--- src/core/home_pkg.sv ---
// Purpose: Shared constants and types for the homing sequencer.
// Assumes: Method numbers are presented as an 8-bit code.
// Notes: Step indices address the per-method step table in homing_seq.
package home_pkg;
    localparam int METHOD_W = 8;
    localparam int POS_W = 32;
    localparam int STEP_W = 3;
    localparam int SW_COUNT = 3;

    // Supported homing methods.
    localparam logic [METHOD_W-1:0] METHOD_20 = 8'h14;
    localparam logic [METHOD_W-1:0] METHOD_21 = 8'h15;
    localparam logic [METHOD_W-1:0] METHOD_22 = 8'h16;
    localparam logic [METHOD_W-1:0] METHOD_23 = 8'h17;
    localparam logic [METHOD_W-1:0] METHOD_24 = 8'h18;
    localparam logic [METHOD_W-1:0] METHOD_25 = 8'h19;

    // Entry steps and the step taken after a forward limit reversal.
    localparam logic [STEP_W-1:0] STEP_INACTIVE = 3'h0;
    localparam logic [STEP_W-1:0] STEP_ACTIVE = 3'h1;
    localparam logic [STEP_W-1:0] STEP_LIMIT_23 = 3'h2;
    localparam logic [STEP_W-1:0] STEP_LIMIT_24_25 = 3'h3;

    // Switch slot positions inside the synchroniser vectors.
    localparam int SW_HOME = 0;
    localparam int SW_FWD = 1;
    localparam int SW_REV = 2;

    localparam logic [POS_W-1:0] HOME_POS_RESET = 32'h0000_0000;

    // One motion step: direction, speed, edge that ends it, whether the
    // motor stops there, whether that stop is home, and the following step.
    typedef struct packed {
        logic fwd;
        logic fast;
        logic rise;
        logic stop;
        logic home;
        logic [STEP_W-1:0] next;
    } step_t;

    typedef enum logic [1:0] {
        ST_IDLE,
        ST_RUN,
        ST_STOP_WAIT
    } state_t;
endpackage

--- src/core/switch_if.sv ---
// Purpose: Carries synchronised switch levels and their edges.
// Assumes: Driven by switch_sync, read by homing_seq.
// Notes: All edges are one-cycle pulses.
`timescale 1ns/1ps
interface switch_if;
    logic home_lvl;
    logic home_rise;
    logic home_fall;
    logic fwd_lvl;
    logic fwd_rise;
    logic rev_lvl;
    logic rev_rise;

    modport src (
        output home_lvl, home_rise, home_fall, fwd_lvl, fwd_rise, rev_lvl, rev_rise
    );
    modport dst (
        input home_lvl, home_rise, home_fall, fwd_lvl, fwd_rise, rev_lvl, rev_rise
    );
endinterface

--- src/core/homing_seq.sv ---
// Purpose: Homing sequencer for methods 20 to 25 of a servo drive.
// Assumes: The profiler ramps speed itself and raises motor_stopped at standstill.
// Notes: Other method codes are ignored; limits abort or reverse per method.
`timescale 1ns/1ps
// Summary of operation
// - Method 20 inactive: fast forward, back off, creep rise.
// - Methods 20-22 abort with alarm on any limit.
// - Method 21 inactive: fast reverse, rise, creep forward fall.
// - Method 21 active: creep forward, home on fall.
// - Method 22 inactive: fast reverse, back off, creep rise.
// - Method 22 active: creep forward fall, creep reverse rise.
// - Methods 23-25: first forward limit reverses, else alarm.
// - Method 23 forward side: limit, reverse, refine falling edge.
// - Method 23 reverse side: fast forward, creep reverse fall.
// - Method 23 active: creep reverse, home on fall.
// - Method 24 forward side: limit, reverse, creep forward rise.
// - Method 24 reverse side: fast forward, back off, creep rise.
// - Method 24 active: creep reverse fall, creep forward rise.
// - Method 25 forward side: limit, reverse, back off, creep.
// - Method 25 reverse side: slow on rise, reverse creep.
// - Method 25 active: creep forward fall, creep reverse rise.
module homing_seq (
    // Clock and reset
    input wire logic clk,
    input wire logic reset,
    // Mode selection
    input wire logic start,
    input wire logic [home_pkg::METHOD_W-1:0] method,
    // Switches
    input wire logic home_switch,
    input wire logic forward_limit_switch,
    input wire logic reverse_limit_switch,
    // Motion profiler
    input wire logic motor_stopped,
    input wire logic [home_pkg::POS_W-1:0] position,
    output logic motor_run,
    output logic motor_forward,
    output logic motor_fast,
    // Status
    output logic homing_busy,
    output logic homing_done,
    output logic homing_alarm,
    output logic [home_pkg::POS_W-1:0] home_position
);
    switch_if sw ();

    switch_sync u_sync (
        .clk(clk),
        .reset(reset),
        .home_switch(home_switch),
        .forward_limit_switch(forward_limit_switch),
        .reverse_limit_switch(reverse_limit_switch),
        .sw(sw)
    );

    function automatic home_pkg::step_t mk(input logic fwd, input logic fast, input logic rise,
                                           input logic stop, input logic home,
                                           input logic [home_pkg::STEP_W-1:0] next);
        home_pkg::step_t s;
        s.fwd = fwd;
        s.fast = fast;
        s.rise = rise;
        s.stop = stop;
        s.home = home;
        s.next = next;
        return s;
    endfunction

    // Step table. An active home switch at start enters at step 1, which in
    // every method is also where the inactive path continues after step 0.
    function automatic home_pkg::step_t step_of(input logic [home_pkg::METHOD_W-1:0] m,
                                                input logic [home_pkg::STEP_W-1:0] i);
        home_pkg::step_t s;
        s = mk(1'b0, 1'b0, 1'b0, 1'b1, 1'b0, 3'h0);
        case (m)
            home_pkg::METHOD_20, home_pkg::METHOD_24: begin
                case (i)
                    3'h0: s = mk(1'b1, 1'b1, 1'b1, 1'b1, 1'b0, 3'h1);
                    3'h1: s = mk(1'b0, 1'b0, 1'b0, 1'b1, 1'b0, 3'h2);
                    3'h2: s = mk(1'b1, 1'b0, 1'b1, 1'b1, 1'b1, 3'h0);
                    3'h3: s = mk(1'b0, 1'b1, 1'b1, 1'b0, 1'b0, 3'h1);
                    default: s = mk(1'b0, 1'b0, 1'b0, 1'b1, 1'b0, 3'h0);
                endcase
            end
            home_pkg::METHOD_21: begin
                case (i)
                    3'h0: s = mk(1'b0, 1'b1, 1'b1, 1'b1, 1'b0, 3'h1);
                    3'h1: s = mk(1'b1, 1'b0, 1'b0, 1'b1, 1'b1, 3'h0);
                    default: s = mk(1'b0, 1'b0, 1'b0, 1'b1, 1'b0, 3'h0);
                endcase
            end
            home_pkg::METHOD_22: begin
                case (i)
                    3'h0: s = mk(1'b0, 1'b1, 1'b1, 1'b1, 1'b0, 3'h1);
                    3'h1: s = mk(1'b1, 1'b0, 1'b0, 1'b1, 1'b0, 3'h2);
                    3'h2: s = mk(1'b0, 1'b0, 1'b1, 1'b1, 1'b1, 3'h0);
                    default: s = mk(1'b0, 1'b0, 1'b0, 1'b1, 1'b0, 3'h0);
                endcase
            end
            home_pkg::METHOD_23: begin
                case (i)
                    3'h0: s = mk(1'b1, 1'b1, 1'b1, 1'b1, 1'b0, 3'h1);
                    3'h1: s = mk(1'b0, 1'b0, 1'b0, 1'b1, 1'b1, 3'h0);
                    3'h2: s = mk(1'b0, 1'b1, 1'b1, 1'b0, 1'b0, 3'h3);
                    3'h3: s = mk(1'b0, 1'b0, 1'b0, 1'b1, 1'b0, 3'h4);
                    3'h4: s = mk(1'b1, 1'b0, 1'b1, 1'b1, 1'b0, 3'h1);
                    default: s = mk(1'b0, 1'b0, 1'b0, 1'b1, 1'b0, 3'h0);
                endcase
            end
            home_pkg::METHOD_25: begin
                case (i)
                    3'h0: s = mk(1'b1, 1'b1, 1'b1, 1'b0, 1'b0, 3'h1);
                    3'h1: s = mk(1'b1, 1'b0, 1'b0, 1'b1, 1'b0, 3'h2);
                    3'h2: s = mk(1'b0, 1'b0, 1'b1, 1'b1, 1'b1, 3'h0);
                    3'h3: s = mk(1'b0, 1'b1, 1'b1, 1'b1, 1'b0, 3'h1);
                    default: s = mk(1'b0, 1'b0, 1'b0, 1'b1, 1'b0, 3'h0);
                endcase
            end
            default: s = mk(1'b0, 1'b0, 1'b0, 1'b1, 1'b0, 3'h0);
        endcase
        return s;
    endfunction

    function automatic logic is_valid(input logic [home_pkg::METHOD_W-1:0] m);
        return (m >= home_pkg::METHOD_20) && (m <= home_pkg::METHOD_25);
    endfunction

    function automatic logic turns_at_limit(input logic [home_pkg::METHOD_W-1:0] m);
        return m >= home_pkg::METHOD_23;
    endfunction

    home_pkg::state_t state_ff;
    logic [home_pkg::METHOD_W-1:0] method_ff;
    logic [home_pkg::STEP_W-1:0] step_ff;
    logic [home_pkg::STEP_W-1:0] pend_step_ff;
    logic pend_home_ff;
    logic limit_used_ff;
    logic run_ff;
    logic fwd_ff;
    logic fast_ff;
    logic busy_ff;
    logic done_ff;
    logic alarm_ff;
    logic [home_pkg::POS_W-1:0] home_pos_ff;

    home_pkg::step_t cur;
    home_pkg::step_t after_cont;
    home_pkg::step_t after_stop;
    home_pkg::step_t entry;
    wire logic [home_pkg::STEP_W-1:0] entry_idx;
    wire logic accept;
    wire logic start_abort;
    wire logic step_event;
    wire logic limit_mode;
    wire logic abort;
    wire logic reverse;
    wire logic [home_pkg::STEP_W-1:0] limit_step;

    assign entry_idx = sw.home_lvl ? home_pkg::STEP_ACTIVE : home_pkg::STEP_INACTIVE;
    assign entry = step_of(method, entry_idx);
    assign cur = step_of(method_ff, step_ff);
    assign after_cont = step_of(method_ff, cur.next);
    assign after_stop = step_of(method_ff, pend_step_ff);
    assign accept = (state_ff == home_pkg::ST_IDLE) && start && is_valid(method);
    // A limit already on at start of methods 20 to 22 can never be left safely.
    assign start_abort = !turns_at_limit(method) && (sw.fwd_lvl || sw.rev_lvl);
    assign step_event = cur.rise ? sw.home_rise : sw.home_fall;
    assign limit_mode = turns_at_limit(method_ff);
    // Limits are level-checked for methods 20 to 22; for 23 to 25 only fresh
    // activations count, so a limit still held after the reversal is no fault.
    assign abort = busy_ff && (limit_mode ? (sw.rev_rise || (sw.fwd_rise && (limit_used_ff || !fwd_ff)))
                                          : (sw.fwd_lvl || sw.rev_lvl));
    assign reverse = busy_ff && limit_mode && sw.fwd_rise && !limit_used_ff && fwd_ff;
    assign limit_step = (method_ff == home_pkg::METHOD_23) ? home_pkg::STEP_LIMIT_23
                                                           : home_pkg::STEP_LIMIT_24_25;

    always_ff @(posedge clk) begin
        if (reset) begin
            state_ff <= home_pkg::ST_IDLE;
            method_ff <= '0;
            step_ff <= '0;
            pend_step_ff <= '0;
            pend_home_ff <= 1'b0;
            limit_used_ff <= 1'b0;
            run_ff <= 1'b0;
            fwd_ff <= 1'b0;
            fast_ff <= 1'b0;
            busy_ff <= 1'b0;
            done_ff <= 1'b0;
            alarm_ff <= 1'b0;
            home_pos_ff <= home_pkg::HOME_POS_RESET;
        end else begin
            case (state_ff)
                home_pkg::ST_IDLE: begin
                    if (accept) begin
                        method_ff <= method;
                        done_ff <= 1'b0;
                        limit_used_ff <= 1'b0;
                        if (start_abort) begin
                            alarm_ff <= 1'b1;
                        end else begin
                            alarm_ff <= 1'b0;
                            busy_ff <= 1'b1;
                            step_ff <= entry_idx;
                            run_ff <= 1'b1;
                            fwd_ff <= entry.fwd;
                            fast_ff <= entry.fast;
                            state_ff <= home_pkg::ST_RUN;
                        end
                    end
                end
                home_pkg::ST_RUN: begin
                    if (abort) begin
                        run_ff <= 1'b0;
                        busy_ff <= 1'b0;
                        alarm_ff <= 1'b1;
                        state_ff <= home_pkg::ST_IDLE;
                    end else if (reverse) begin
                        run_ff <= 1'b0;
                        limit_used_ff <= 1'b1;
                        pend_step_ff <= limit_step;
                        pend_home_ff <= 1'b0;
                        state_ff <= home_pkg::ST_STOP_WAIT;
                    end else if (step_event && cur.stop) begin
                        run_ff <= 1'b0;
                        pend_step_ff <= cur.next;
                        pend_home_ff <= cur.home;
                        state_ff <= home_pkg::ST_STOP_WAIT;
                    end else if (step_event) begin
                        // Slow down without stopping; the profiler owns the ramp.
                        step_ff <= cur.next;
                        fwd_ff <= after_cont.fwd;
                        fast_ff <= after_cont.fast;
                    end
                end
                home_pkg::ST_STOP_WAIT: begin
                    if (abort) begin
                        busy_ff <= 1'b0;
                        alarm_ff <= 1'b1;
                        state_ff <= home_pkg::ST_IDLE;
                    end else if (motor_stopped && pend_home_ff) begin
                        home_pos_ff <= position;
                        done_ff <= 1'b1;
                        busy_ff <= 1'b0;
                        state_ff <= home_pkg::ST_IDLE;
                    end else if (motor_stopped) begin
                        step_ff <= pend_step_ff;
                        run_ff <= 1'b1;
                        fwd_ff <= after_stop.fwd;
                        fast_ff <= after_stop.fast;
                        state_ff <= home_pkg::ST_RUN;
                    end
                end
                default: state_ff <= home_pkg::ST_IDLE;
            endcase
        end
    end

    assign motor_run = run_ff;
    assign motor_forward = fwd_ff;
    assign motor_fast = fast_ff;
    assign homing_busy = busy_ff;
    assign homing_done = done_ff;
    assign homing_alarm = alarm_ff;
    assign home_position = home_pos_ff;

    property p_limit_abort;
        @(posedge clk) disable iff (reset)
        busy_ff && !limit_mode && (sw.fwd_lvl || sw.rev_lvl) |=> alarm_ff && !busy_ff && !run_ff;
    endproperty
    a_limit_abort: assert property (p_limit_abort)
        else $error("Limit during methods 20 to 22 did not abort with alarm.");

    property p_rev_limit_abort;
        @(posedge clk) disable iff (reset)
        busy_ff && limit_mode && sw.rev_rise |=> alarm_ff && !busy_ff;
    endproperty
    a_rev_limit_abort: assert property (p_rev_limit_abort)
        else $error("Reverse limit did not abort methods 23 to 25.");

    property p_second_fwd_limit;
        @(posedge clk) disable iff (reset)
        busy_ff && limit_mode && limit_used_ff && sw.fwd_rise |=> alarm_ff && !run_ff;
    endproperty
    a_second_fwd_limit: assert property (p_second_fwd_limit)
        else $error("Second forward limit did not raise the alarm.");

    property p_first_fwd_limit;
        @(posedge clk) disable iff (reset)
        reverse |=> !run_ff && !alarm_ff && limit_used_ff && busy_ff;
    endproperty
    a_first_fwd_limit: assert property (p_first_fwd_limit)
        else $error("First forward limit did not stop for reversal.");

    property p_done_latch;
        @(posedge clk) disable iff (reset)
        $rose(done_ff) |-> home_pos_ff == $past(position) && $past(motor_stopped) && !run_ff && !alarm_ff;
    endproperty
    a_done_latch: assert property (p_done_latch)
        else $error("Home position not latched from the stop position.");

    property p_stop_on_edge;
        @(posedge clk) disable iff (reset)
        state_ff == home_pkg::ST_RUN && step_event && cur.stop && !abort && !reverse
        |=> !run_ff ##0 state_ff == home_pkg::ST_STOP_WAIT;
    endproperty
    a_stop_on_edge: assert property (p_stop_on_edge)
        else $error("Motor not stopped on the terminating switch edge.");

    property p_active_start;
        @(posedge clk) disable iff (reset)
        accept && !start_abort && sw.home_lvl
        |=> run_ff && !fast_ff && (fwd_ff == ($past(method) == home_pkg::METHOD_21 ||
            $past(method) == home_pkg::METHOD_22 || $past(method) == home_pkg::METHOD_25));
    endproperty
    a_active_start: assert property (p_active_start)
        else $error("Active-start creep has wrong speed or direction.");

    property p_inactive_start;
        @(posedge clk) disable iff (reset)
        accept && !start_abort && !sw.home_lvl
        |=> run_ff && fast_ff && (fwd_ff == !($past(method) == home_pkg::METHOD_21 ||
            $past(method) == home_pkg::METHOD_22));
    endproperty
    a_inactive_start: assert property (p_inactive_start)
        else $error("Inactive-start run has wrong speed or direction.");

    property p_no_run_idle;
        @(posedge clk) disable iff (reset)
        state_ff == home_pkg::ST_IDLE |-> !run_ff && !busy_ff;
    endproperty
    a_no_run_idle: assert property (p_no_run_idle)
        else $error("Motor commanded while sequencer idle.");
endmodule

--- src/core/switch_sync.sv ---
// Purpose: Two-stage synchroniser and edge detector for the three switches.
// Assumes: Switch inputs are active high.
// Notes: Edges are taken between the second and third stage only.
`timescale 1ns/1ps
module switch_sync (
    // Clock and reset
    input wire logic clk,
    input wire logic reset,
    // Raw switches
    input wire logic home_switch,
    input wire logic forward_limit_switch,
    input wire logic reverse_limit_switch,
    // Conditioned switches
    switch_if.src sw
);
    logic [home_pkg::SW_COUNT-1:0] meta_ff;
    logic [home_pkg::SW_COUNT-1:0] lvl_ff;
    logic [home_pkg::SW_COUNT-1:0] prev_ff;
    logic [home_pkg::SW_COUNT-1:0] raw;
    logic [home_pkg::SW_COUNT-1:0] rise;
    logic [home_pkg::SW_COUNT-1:0] fall;

    assign raw = {reverse_limit_switch, forward_limit_switch, home_switch};

    // The first stage is read only by the second stage.
    always_ff @(posedge clk) begin
        if (reset) begin
            meta_ff <= '0;
            lvl_ff <= '0;
            prev_ff <= '0;
        end else begin
            meta_ff <= raw;
            lvl_ff <= meta_ff;
            prev_ff <= lvl_ff;
        end
    end

    assign rise = lvl_ff & ~prev_ff;
    assign fall = ~lvl_ff & prev_ff;

    assign sw.home_lvl = lvl_ff[home_pkg::SW_HOME];
    assign sw.home_rise = rise[home_pkg::SW_HOME];
    assign sw.home_fall = fall[home_pkg::SW_HOME];
    assign sw.fwd_lvl = lvl_ff[home_pkg::SW_FWD];
    assign sw.fwd_rise = rise[home_pkg::SW_FWD];
    assign sw.rev_lvl = lvl_ff[home_pkg::SW_REV];
    assign sw.rev_rise = rise[home_pkg::SW_REV];

    property p_home_rise_latency;
        @(posedge clk) disable iff (reset)
        // Three cycles after reset the older stage holds its cleared value, not the input.
        rise[home_pkg::SW_HOME] |-> $past(home_switch, 2) && ($past(reset, 3) || !$past(home_switch, 3));
    endproperty
    a_home_rise_latency: assert property (p_home_rise_latency)
        else $error("Home switch rise pulse does not match input history.");
endmodule
--- config.mk ---
export PLATFORM = sky130hd
export DESIGN_NAME = homing_seq
export DESIGN_NICKNAME = d
export VERILOG_FILES = /design/src/core/home_pkg.sv /design/src/core/switch_if.sv /design/src/core/homing_seq.sv /design/src/core/switch_sync.sv
export SDC_FILE = /design/constraint.sdc
export NUM_CORES = 1
export LEC_CHECK = 0
export BUFFER_PORTS_ARGS = -buffer_cell sky130_fd_sc_hd__buf_2
export CAP_MARGIN = 30
export CORE_UTILIZATION = 35
export CTS_CLUSTER_SIZE = 14
export DETAILED_ROUTE_END_ITERATION = 10
export SLEW_MARGIN = 10
export SYNTH_ARGS = -nofsm -noshare
export SYNTH_HDL_FRONTEND = slang
export SYNTH_SLANG_ARGS = --single-unit
--- constraint.sdc ---
create_clock -name clk -period 7.65 [get_ports clk]
set_input_delay 1.53 -clock clk [delete_from_list [all_inputs] [get_ports clk]]
set_output_delay 1.53 -clock clk [all_outputs]
set_load 0.01 [all_outputs]
# Word-level counts from Yosys, hierarchy flattened
# Cells that the tools add are included.
# totals
regBits,65
input_bits,47
elab_cells,207
# op_classes
order_cmp,4
eq_ne,46
n_mux,95
bitwise_logic,5
n_reduce_logical,41
# ops
op,count
8-bit one-hot mux with 5 select lines,6
8-bit one-hot mux with 4 select lines,6
8-bit by 5-bit == test with 1-bit output (second input constant),12
8-bit one-hot mux with 3 select lines,3
6-bit one-hot mux with 5 select lines,2
6-bit one-hot mux with 4 select lines,2
8-bit one-hot mux with 2 select lines,3
1-bit two-way mux,43
3-bit two-way mux,11
8-bit by 5-bit greater-or-equal comparator with 1-bit output (second input constant),3
2-bit inequality test (second input constant),12
3-bit by 2-bit == test with 1-bit output (second input constant),6
6-bit one-hot mux with 3 select lines,1
2-bit two-way mux,8
1-bit logical AND,12
3-bit logical NOT,4
1-bit one-hot mux with 3 select lines,4
6-bit one-hot mux with 2 select lines,1
4-bit AND reduction,3
10-bit AND reduction,1
3-bit by 1-bit == test with 1-bit output (second input constant),3
3-bit == test (second input constant),3
3-bit one-hot mux with 3 select lines,1
3-bit AND reduction,3
24 further kinds,38

# Depth between registers and ports, before layout
# Gate-level depths: netlist (run 1).
# depth
ltp_word,11
ltp_mapped,9
ltp_nobuf,9

# Hierarchy
# From an unflattened synthesis (run 1), not the netlist that was laid out.
# unflattened
hier_cells,413
area_unflattened_um2,3324.4
# by_module_without_submodules
module,instances,cells_per_inst,area_per_inst_um2,seq_area_each_um2
homing_seq,1,391,3062.9,1121.1
switch_sync,1,22,261.5,180.2

# Worst setup path before layout (run 1)
# OpenSTA, ideal clock, no wires.
# synth_timing
path_type,input-to-reg
from,in method[1] (netlist name)
to,reg step_ff[1] (netlist name)
setup_time_ns,0.067
arrival_time_ns,3.196
setup_slack_ns,4.387
cell_stages,7
cell_sequence,nor3b_1 o211ai_1 o21a_1 a2111oi_4 nand3_4 or3_1 a21oi_2
# synth_via
elab_chain_len,5
elab_cells_between_ends,10
# synth_rtl
item,line_no,rtl
start: declaration,homing_seq.sv:28,"input wire logic [home_pkg::METHOD_W-1:0] method,"
"8-bit by 5-bit greater-or-equal comparator with 1-bit output, or another cell as far along",homing_seq.sv:129,return m >= home_pkg::METHOD_23;
1-bit logical NOT or 1-bit logical AND (tied branches),"homing_seq.sv:166, homing_seq.sv:125",
1-bit logical AND (on tied branches),"homing_seq.sv:166, homing_seq.sv:164",
2-bit inequality test (no line),--,
10-bit AND reduction (no line) *,--,
end signal: assignment,homing_seq.sv:204,step_ff <= entry_idx;
end signal: assignment,homing_seq.sv:231,step_ff <= cur.next;
end signal: assignment,homing_seq.sv:247,step_ff <= pend_step_ff;
end: declaration,homing_seq.sv:134,logic [home_pkg::STEP_W-1:0] step_ff;
# Every way passes the cells marked *; elsewhere a longest branch is shown, timed or not.
# A chain may end at the register's enable or synchronous reset.

# Worst setup path in the final report (run 1)
# layout_timing
from,in method[2] (netlist name)
to,reg step_ff[1] (netlist name)
# The elaborated chain is that of the path after synthesis.

==> impl_metrics.yaml, run 1 <==
cells_and_area:
  nets: 545
  area_delta_synth_final_pct: 19.9
  drive_above_1_share_pct: 24.6
  diodes: 0
  final_cells: 628
critical_path:
  required_ns: 7.93
  cp_data_arrival_time_ns: 3.53
  cp_max_fo: 15
  cp-start-kind: "input port"
  critPathKind: "in -> reg"
  crit_path_end_kind: "flop"
logic_synthesis:
  syn_area_um2: 3390
  synth_top_family_by_area: "simple AND/OR/NAND/NOR gates"
  synth_seq_area_share_pct: 38.4
  synth_xor_area_share_pct: 0.775
  synthArstFlopShare_pct: 0
  synth.area.mux_share_pct: 3.32
  yosys-top-cells-area: "dfxtp_1, nand2_1, a21oi_1"
  syn_nets: 473
  synth_seq_cells: 65
  avgSynthCellArea_um2: 8.04
  synth-compound-area-share_pct: 21.4
  ys.flop_type: "dfxtp_1"
  synth-edff-count: 0
  synth-adder-area-share_pct: 1.48
  synthCells: 422
  yosys.area_share.simple_pct: 28.6
  ys_types: 77
  ys_top_cells_by_count: "nand2_1, dfxtp_1, a21oi_1"
  synthMostInstantiatedCell: "nand2_1"
  yosysTopAreaCellShare_pct: 38.4
  yosys_warnings: 0
  yosysTopAreaCell: "dfxtp_1"
clocking:
  clk_latency_ns: 0.35
  clock_path_buffers: 2
  cts_max_level: 3
  cts.reportedPaths.clkPinSlew_ns: 0.07
  ctsHoldBuffers: 0
  clock_sinks: 65
  numCtsBuffers: 9
  postCtsSetupBuffers: 0
  cts_root_buf: "clkbuf_8"
  cts-resized-gates: 0
  cts_tree: "yes"
power_and_ir_drop:
  power.density_nw_per_um2: 203
  clkPwrFrac_pct: 39.2
  switchingPower_uw: 234
  power_uw: 825
  p_int_uw: 591
  comb_power_share_pct: 16.7
  irDropWorstVdd_v: 0.000138
  swShare_pct: 28.3
  leakage_nw: 1.62
  p_seq_share_pct: 44.0
sta:
  final_hold_viol_count: 0
  finalSetupViolations: 0
  finClkSkew_ns: 0.0104
  slew_violations: 0
  tns_ns: 0
  clock.fmax_ghz: 0.308
  finalCritPeriodShare_pct: 42.5
  tightest_slew_ns: 0.940
  rsz0062_at_grt: "no"
  period_needed_ns: 3.25
  max_slew_margin_pct: 37.1
  setup_ws_ns: 4.40
  whs_ns: 0.446
drt:
  dr.pass1.iters: 4
  wl_um: 8720
  num_vias: 3272
  wl_per_cell_um: 13.9
  postRouteAntennaNets: 0
  drtIter0Drc: 177
  drcViolationCount: 0
  viasPerCell: 5.21
hold_path:
  hp-class: "reg -> reg"
place:
  place_inst: 612
  dpl_worst_slack_ns: 4.06
  place_hpwl_um: 6280
  gp_congestion: 0.887
  portBuffers: 84
floorplanning:
  ios: 85
  core_um2: 9330
  die_height_um: 100
  dieWidth_um: 100
  num_rows: 35
  fp.dieArea_um2: 10100
  start_util_pct: 36.4
grt:
  gr-total-overflow: 0
  grt_max_degree: 46
  antenna_found_initial: 0
  grt_pass1_wl_um: 14500
  grtUsageTotal_pct: 18.1
  grt_pass1_vias: 2976
status:
  status: "completed"
job:
  maxCapViolations: 0
worst max-delay path, stage by stage:
cell,delay (ns)
buf_2,0.12
nor2b_1,0.26
o211ai_1,0.13
buf_4,0.21
o21a_1,0.22
a2111oi_4,0.36
nand3_4,0.18
or3_1,0.40
a21oi_2,0.13
power by group through the flow:
stage | Clock, mW | Combinational, mW | Sequential, mW
final | 0.324 | 0.138 | 0.363
after global routing | 0.350 | 0.152 | 0.365
after CTS | 0.332 | 0.138 | 0.363
after detailed placement | 0 | 0.138 | 0.371
after global placement | 0 | 0.137 | 0.371
after floorplan | 0 | 0.0997 | 0.370
per-layer routing:
metal / global-route usage (%) / vias to the layer above / part of all wire, %
li1: - / 1643 / -
met1: 24.9 / 1528 / 47
met2: 27.7 / 91 / 47
met3: 4.11 / 10 / 4.9
met4: 6.47 / 0 / 1.2
met5: 0 / - / 0
state kept, by name, summed over array words and instances (netlist names), 2 cells and up:
| name | flops |
|---|---|
| state_ff | 2 |
| method_ff | 8 |
| home_position | 32 |
| u_sync.meta_ff | 3 |
| u_sync.prev_ff | 3 |
| pend_step_ff | 3 |
| step_ff | 3 |
| u_sync.lvl_ff | 3 |
cells in the final DEF, fill, tap and decap left out, types with 9 or more instances in the layout:
cell      count
a21oi_1      46
buf_2        84
clkbuf_8      9
dfxtp_1      65
inv_1        12
mux2i_1       9
nand2_1      85
nor2_1       26
nor2b_1      14
nor3_1       12
o21ai_0      15
cells by family (layout without fill, tap and decap cells):
group | count (synthesis) | after routing
AND/OR/NAND/NOR | 192 | 192
AO/OA/AOI/OAI | 108 | 108
flip-flops | 65 | 65
buffers and inverters | 39 | 116
multiplexers | 11 | 11
adder cells (fa/ha/maj) | 4 | 4
XOR/XNOR | 3 | 3
final cells by class:
class	count	area (um^2)
timing repair buffer	88	450
multi-input combinational	318	1890
fill	935	5260
tap	129	161
clock inverter	6	92.6
clock buffer	10	128
sequential	65	1300
inverter	12	45.0
through the flow:
step           instance area, um^2  utilization (%)
2_1_floorplan                 3390                -
6_report                      4070             43.6
4_1_cts                       4070             43.6
3_5_place_dp                  3850             41.2
5_1_grt                       4070             43.6
3_3_place_gp                  3850             41.2
path summary, 6_finish.rpt:
path                                   startpoint                to  slack (ns)  depth (start not counted)
worst max register to register       method_ff[7]   pend_step_ff[0]        4.77                          7
worst min-delay path            u_sync.meta_ff[0]  u_sync.lvl_ff[0]        0.45                          1
worst min register to register  u_sync.meta_ff[0]  u_sync.lvl_ff[0]        0.45                          1
worst max-delay path                    method[2]        step_ff[1]        4.40                          9
Note: power is estimated with default switching activity, not from simulation.
==> run 2: changes to the inputs <==
clock period = 2.9 ns   (was 7.65 ns; I/O delays follow)
==> run 2 against run 1 <==
Final area up 2.2%. Largest power group unchanged. Die area unchanged. Highest routed layer unchanged. Worst hold slack worse by 0.0072 ns. Setup slack worse by 4.2 ns. First-iteration DRC count rose by 31%. Clock power rose to 2.9 times the previous value. Wire length increased by 6.2%. Clock skew down 0.0016 ns.
==> impl_metrics.yaml, run 2 (synthesis gave the netlist of run 1 again) <==
status:
  status: "completed"
clocking:
  cts-resized-gates: 0
  cts_root_buf: "clkbuf_8"
  clk_latency_ns: 0.35
  cts.reportedPaths.clkPinSlew_ns: 0.08
  numCtsBuffers: 9
  clock_sinks: 65
  clock_path_buffers: 2
  cts_tree: "yes"
  ctsHoldBuffers: 0
  cts_max_level: 3
  postCtsSetupBuffers: 0
critical_path:
  cp-start-kind: "flop"
  cp-startpoint: "method_ff[2]"
  r2r-start: "method_ff[2]"
  critPathKind: "reg -> reg"
  cp_max_fo: 10
  crit_path_end_kind: "flop"
  required_ns: 3.14
  cp_data_arrival_time_ns: 2.93
sta:
  tns_ns: 0
  clock.fmax_ghz: 0.372
  slew_violations: 0
  rsz0062_at_grt: "no"
  finalSetupViolations: 0
  finalCritPeriodShare_pct: 92.7
  setup_ws_ns: 0.211
  max_slew_margin_pct: 54.7
  finClkSkew_ns: 0.00883
  tightest_slew_ns: 0.662
  final_hold_viol_count: 0
  whs_ns: 0.439
  period_needed_ns: 2.69
floorplanning:
  fp.dieArea_um2: 10100
  core_um2: 9330
  num_rows: 35
  dieWidth_um: 100
  ios: 85
  start_util_pct: 36.4
  die_height_um: 100
hold_path:
  hp-start: "u_sync.meta_ff[2]"
  hp-class: "reg -> reg"
drt:
  postRouteAntennaNets: 0
  num_vias: 3323
  wl_um: 9260
  drcViolationCount: 0
  dr.pass1.iters: 5
  viasPerCell: 5.23
  drtIter0Drc: 232
  wl_per_cell_um: 14.6
cells_and_area:
  largest_reg_flops: 32
  drive_above_1_share_pct: 25.7
  final_cells: 635
  layout_common_cells: "nand2_1, buf_2, dfxtp_1"
  diodes: 0
  multi_input_area_um2: 1890
  fin_util_pct: 44.5
  nets: 552
  fill_cells: 959
  seqCellArea_um2: 1300
  final_common_cell: "nand2_1"
  area_delta_synth_final_pct: 22.5
grt:
  grt_max_degree: 44
  antenna_found_initial: 0
  gr-total-overflow: 0
  grtUsageTotal_pct: 18.7
  grt_pass1_wl_um: 14700
  grt_pass1_vias: 3024
place:
  dpl_worst_slack_ns: 0.242
  place_hpwl_um: 6670
  portBuffers: 84
  gp_congestion: 1.00
  place_inst: 619
power_and_ir_drop:
  irDropWorstVdd_v: 0.000374
  power.density_nw_per_um2: 552
  leakage_nw: 1.67
job:
  maxCapViolations: 0
[run 2: cell types whose count changed in the layout (fill, tap and decap cells not counted)]
cell,before,now
clkinvlp_4,2,1
inv_6,0,1
buf_12,0,1
bufinv_16,2,3
buf_4,4,10
clkinv_4,2,1
[run 2: power by group]
| part | internal [mW] | switching, mW |
|---|---|---|
| sequential | 0.924 | 0.0335 |
| combinational | 0.159 | 0.225 |
| clock | 0.576 | 0.375 |
[run 2: metal layers]
metal  wire length [um]  global-route usage (%)  vias up
met2               4360                    29.1       94
met1               4270                    25.0     1555
met4                201                    9.03        0
li1                   -                       -     1655
met3                434                    3.55       19
met5                  0                       0        -
[run 2: through the flow]
stage / cell area (um^2) / power (mW)
after floorplan: 3390 / 1.24
after global placement: 3910 / 1.35
after detailed placement: 3910 / 1.36
after CTS: 4150 / 2.31
after global routing: 4150 / 2.39
final: 4150 / 2.29
[run 2: final cells by class]
type | count | share of cell area, %
Sequential cell | 65 | 31.3
Clock buffer | 10 | 3.07
Timing Repair Buffer | 95 | 12.4
Clock inverter | 6 | 2.77
Tap cell | 129 | 3.89
Inverter | 12 | 1.08
Multi-Input combinational cell | 318 | 45.5
[run 2: path summary, 6_finish.rpt]
check	endpoint	slack, ns	depth (start not counted)
setup / recovery	pend_step_ff[0]	0.21	7
hold / removal	u_sync.lvl_ff[2]	0.44	1
setup reg to reg	pend_step_ff[0]	0.21	7
hold reg to reg	u_sync.lvl_ff[2]	0.44	1
[run 2: worst max-delay path: stages, from the launching register on]
cell      delay (ns)
dfxtp_1         0.51
or3b_2          0.54
a211oi_2        0.31
o31a_1          0.22
nor2_1          0.07
o21a_1          0.21
o21ai_1         0.34
mux2_2          0.38
==> run 3: changes to the inputs <==
ABC_AREA = 1   (was not set)
==> run 3 against run 2 <==
Non-clock buffer count fell by 9. Flip-flop and latch count did not move. Final cell count rose by 13%. Largest cell class unchanged.
==> impl_metrics.yaml, run 3 <==
status:
  status: "completed"
clocking:
  cts_tree: "yes"
  numCtsBuffers: 9
  cts_max_level: 3
  cts_root_buf: "clkbuf_8"
  cts.reportedPaths.clkPinSlew_ns: 0.08
  clock_path_buffers: 2
  clock_sinks: 65
  postCtsSetupBuffers: 0
  clk_latency_ns: 0.35
  cts-resized-gates: 0
  ctsHoldBuffers: 0
drt:
  wl_met3_um: 572
  routedLengthMet1_um: 4040
  drcViolationCount: 0
  wl_met2_um: 3880
  viasPerCell: 4.72
  drtIter0Drc: 142
  num_vias: 3375
  dr.max_layer_used: "met4"
  wl_um: 8620
  dr.pass1.iters: 5
  wl_per_cell_um: 12.0
  postRouteAntennaNets: 0
logic_synthesis:
  ys_top_cells_by_count: "nor2_1, nand2_1, dfxtp_1"
  yosysTopAreaCell: "dfxtp_1"
  synth_seq_cells: 65
  synth-edff-count: 0
  synth_seq_area_share_pct: 38.5
  ys_types: 36
  syn_area_um2: 3380
  yosysTopAreaCellShare_pct: 38.5
  synthMostInstantiatedCell: "nor2_1"
  yosys_warnings: 0
  avgSynthCellArea_um2: 6.78
  synthArstFlopShare_pct: 0
  syn_nets: 549
  synthCells: 498
  yosys-top-cells-area: "dfxtp_1, nor2_1, nand2_1"
  ys.flop_type: "dfxtp_1"
grt:
  grtUsageTotal_pct: 18.0
  antenna_found_initial: 0
  gr-total-overflow: 0
  grt_pass1_wl_um: 14500
  grt_max_degree: 45
  grt_pass1_vias: 3164
cells_and_area:
  largest_reg_flops: 32
  seqCellArea_um2: 1300
  diodes: 0
  drive_above_1_share_pct: 23.5
  area_delta_synth_final_pct: 22.1
  layout_common_cells: "nor2_1, buf_2, nand2_1"
  multi_input_area_um2: 1790
  fin_area_um2: 4130
  final_common_cell: "nor2_1"
  nets: 632
  fill_cells: 1034
power_and_ir_drop:
  power_mw: 2.89
  leakage_nw: 2.08
  power.density_nw_per_um2: 700
  irDropWorstVdd_v: 0.000278
critical_path:
  critical-path-slowest-cell: "dfxtp_1"
  cp.depth: 13
  cp_data_arrival_time_ns: 2.39
  cp-start-kind: "flop"
  rr_endpoint: "step_ff[0]"
  critPathKind: "reg -> reg"
  cp_cell_sequence: "inv_1 > ha_1 > nand2_1 > nor2_1 > nand3_2 > nand2_2 > nand2_1 > nor2_2 > nand2_4 > nor2_4 > nand2_4 > o21ai_1 > nor2_1"
  cp_max_fo: 10
  reg2reg_depth: 13
  cp_top_family: "simple AND/OR/NAND/NOR gates"
  slowest_delay_ns: 0.34
  crit_path_end_kind: "flop"
  cp_num_buf_inv: 1
  setup.worst_path.end: "step_ff[0]"
  r2r-start: "state_ff[1]"
  r2r_slack_ns: 0.75
  cp-startpoint: "state_ff[1]"
  required_ns: 3.14
sta:
  finalCritPeriodShare_pct: 74.0
  finalSetupViolations: 0
  slew_violations: 0
  final_hold_viol_count: 0
  clock.fmax_ghz: 0.466
  finClkSkew_ns: 0.00904
  tightest_slew_ns: 0.615
  max_slew_margin_pct: 58.5
  tns_ns: 0
  period_needed_ns: 2.15
  rsz0062_at_grt: "no"
  setup_ws_ns: 0.755
job:
  maxCapViolations: 0
place:
  portBuffers: 84
  dpl_worst_slack_ns: 0.671
  place_hpwl_um: 6330
  dpl_cell_area_um2: 3900
  gp_congestion: 0.912
floorplanning:
  num_rows: 35
  core_um2: 9280
  start_util_pct: 36.4
  dieWidth_um: 100
  die_height_um: 100
  ios: 85
  fp.dieArea_um2: 10000
hold_path:
  hp-start: "u_sync.meta_ff[1]"
  hp-class: "reg -> reg"
[run 3: cell types whose count changed after synthesis, sizes merged, moves of 5 or more]
| cell | before | now |
|---|---|---|
| nor2 | 27 | 129 |
| inv | 12 | 55 |
| nand3 | 6 | 38 |
| o21ai | 16 | 47 |
| a21oi | 47 | 25 |
| nor2b | 14 | 0 |
| clkbuf | 18 | 6 |
| mux2i | 9 | 1 |
| and3 | 5 | 0 |
[run 3: worst reg2reg max path, stage by stage, from the launching register on]
cell and delay [ns]:
dfxtp_1 0.34, inv_1 0.09, ha_1 0.28, nand2_1 0.09, nor2_1 0.14, nand3_2 0.19, nand2_2 0.19, nand2_1 0.12
nor2_2 0.14, nand2_4 0.07, nor2_4 0.13, nand2_4 0.09, o21ai_1 0.14, nor2_1 0.06
[run 3: logic make-up after synthesis]
family	after synthesis	synth area share, %
AO/OA/AOI/OAI	81	13.3
adder cells (fa/ha/maj)	4	1.48
buffers and inverters	69	8.37
flip-flops	65	38.5
multiplexers	1	0.296
AND/OR/NAND/NOR	278	38.1
[run 3: per-stage QoR]
| stage | utilization [%] | hold WS (ns) | instances |
|---|---|---|---|
| 2_1_floorplan | - | 0.388 | 498 |
| 3_3_place_gp | 42.0 | 0.392 | 699 |
| 3_5_place_dp | 42.0 | 0.397 | 699 |
| 4_1_cts | 44.4 | 0.410 | 715 |
| 5_1_grt | 44.4 | 0.424 | 715 |
| 6_report | 44.4 | 0.406 | 715 |
[run 3: final cells by class]
class | count | share of cell area (%)
Multi-Input combinational cell | 364 | 43.5
Sequential cell | 65 | 31.5
Timing Repair Buffer | 86 | 10.6
Inverter | 55 | 5.00
Tap cell | 129 | 3.91
Clock buffer | 9 | 3.00
Clock inverter | 7 | 2.49
[run 3: power by group]
| part | total [mW] | switching (mW) | internal [mW] |
|---|---|---|---|
| Sequential | 1.05 | 0.0770 | 0.972 |
| Combinational | 0.954 | 0.620 | 0.334 |
| Clock | 0.886 | 0.391 | 0.494 |
[run 3: how the worst min path moves through the flow]
| stage | to | cells past startpoint |
|---|---|---|
| 6_report | u_sync.lvl_ff[1] | 2 |
| 5_1_grt | u_sync.meta_ff[2] | 3 |
| 4_1_cts | u_sync.lvl_ff[1] | 2 |
| 3_5_place_dp | u_sync.lvl_ff[1] | 2 |
| 3_3_place_gp | u_sync.lvl_ff[1] | 2 |
| 2_1_floorplan | u_sync.lvl_ff[0] | 2 |
[run 3: metal layers]
metal,up-vias,GRT usage (%)
li1,1763,-
met1,1497,22.7
met2,102,29.5
met3,13,5.08
met4,0,6.47
met5,-,0
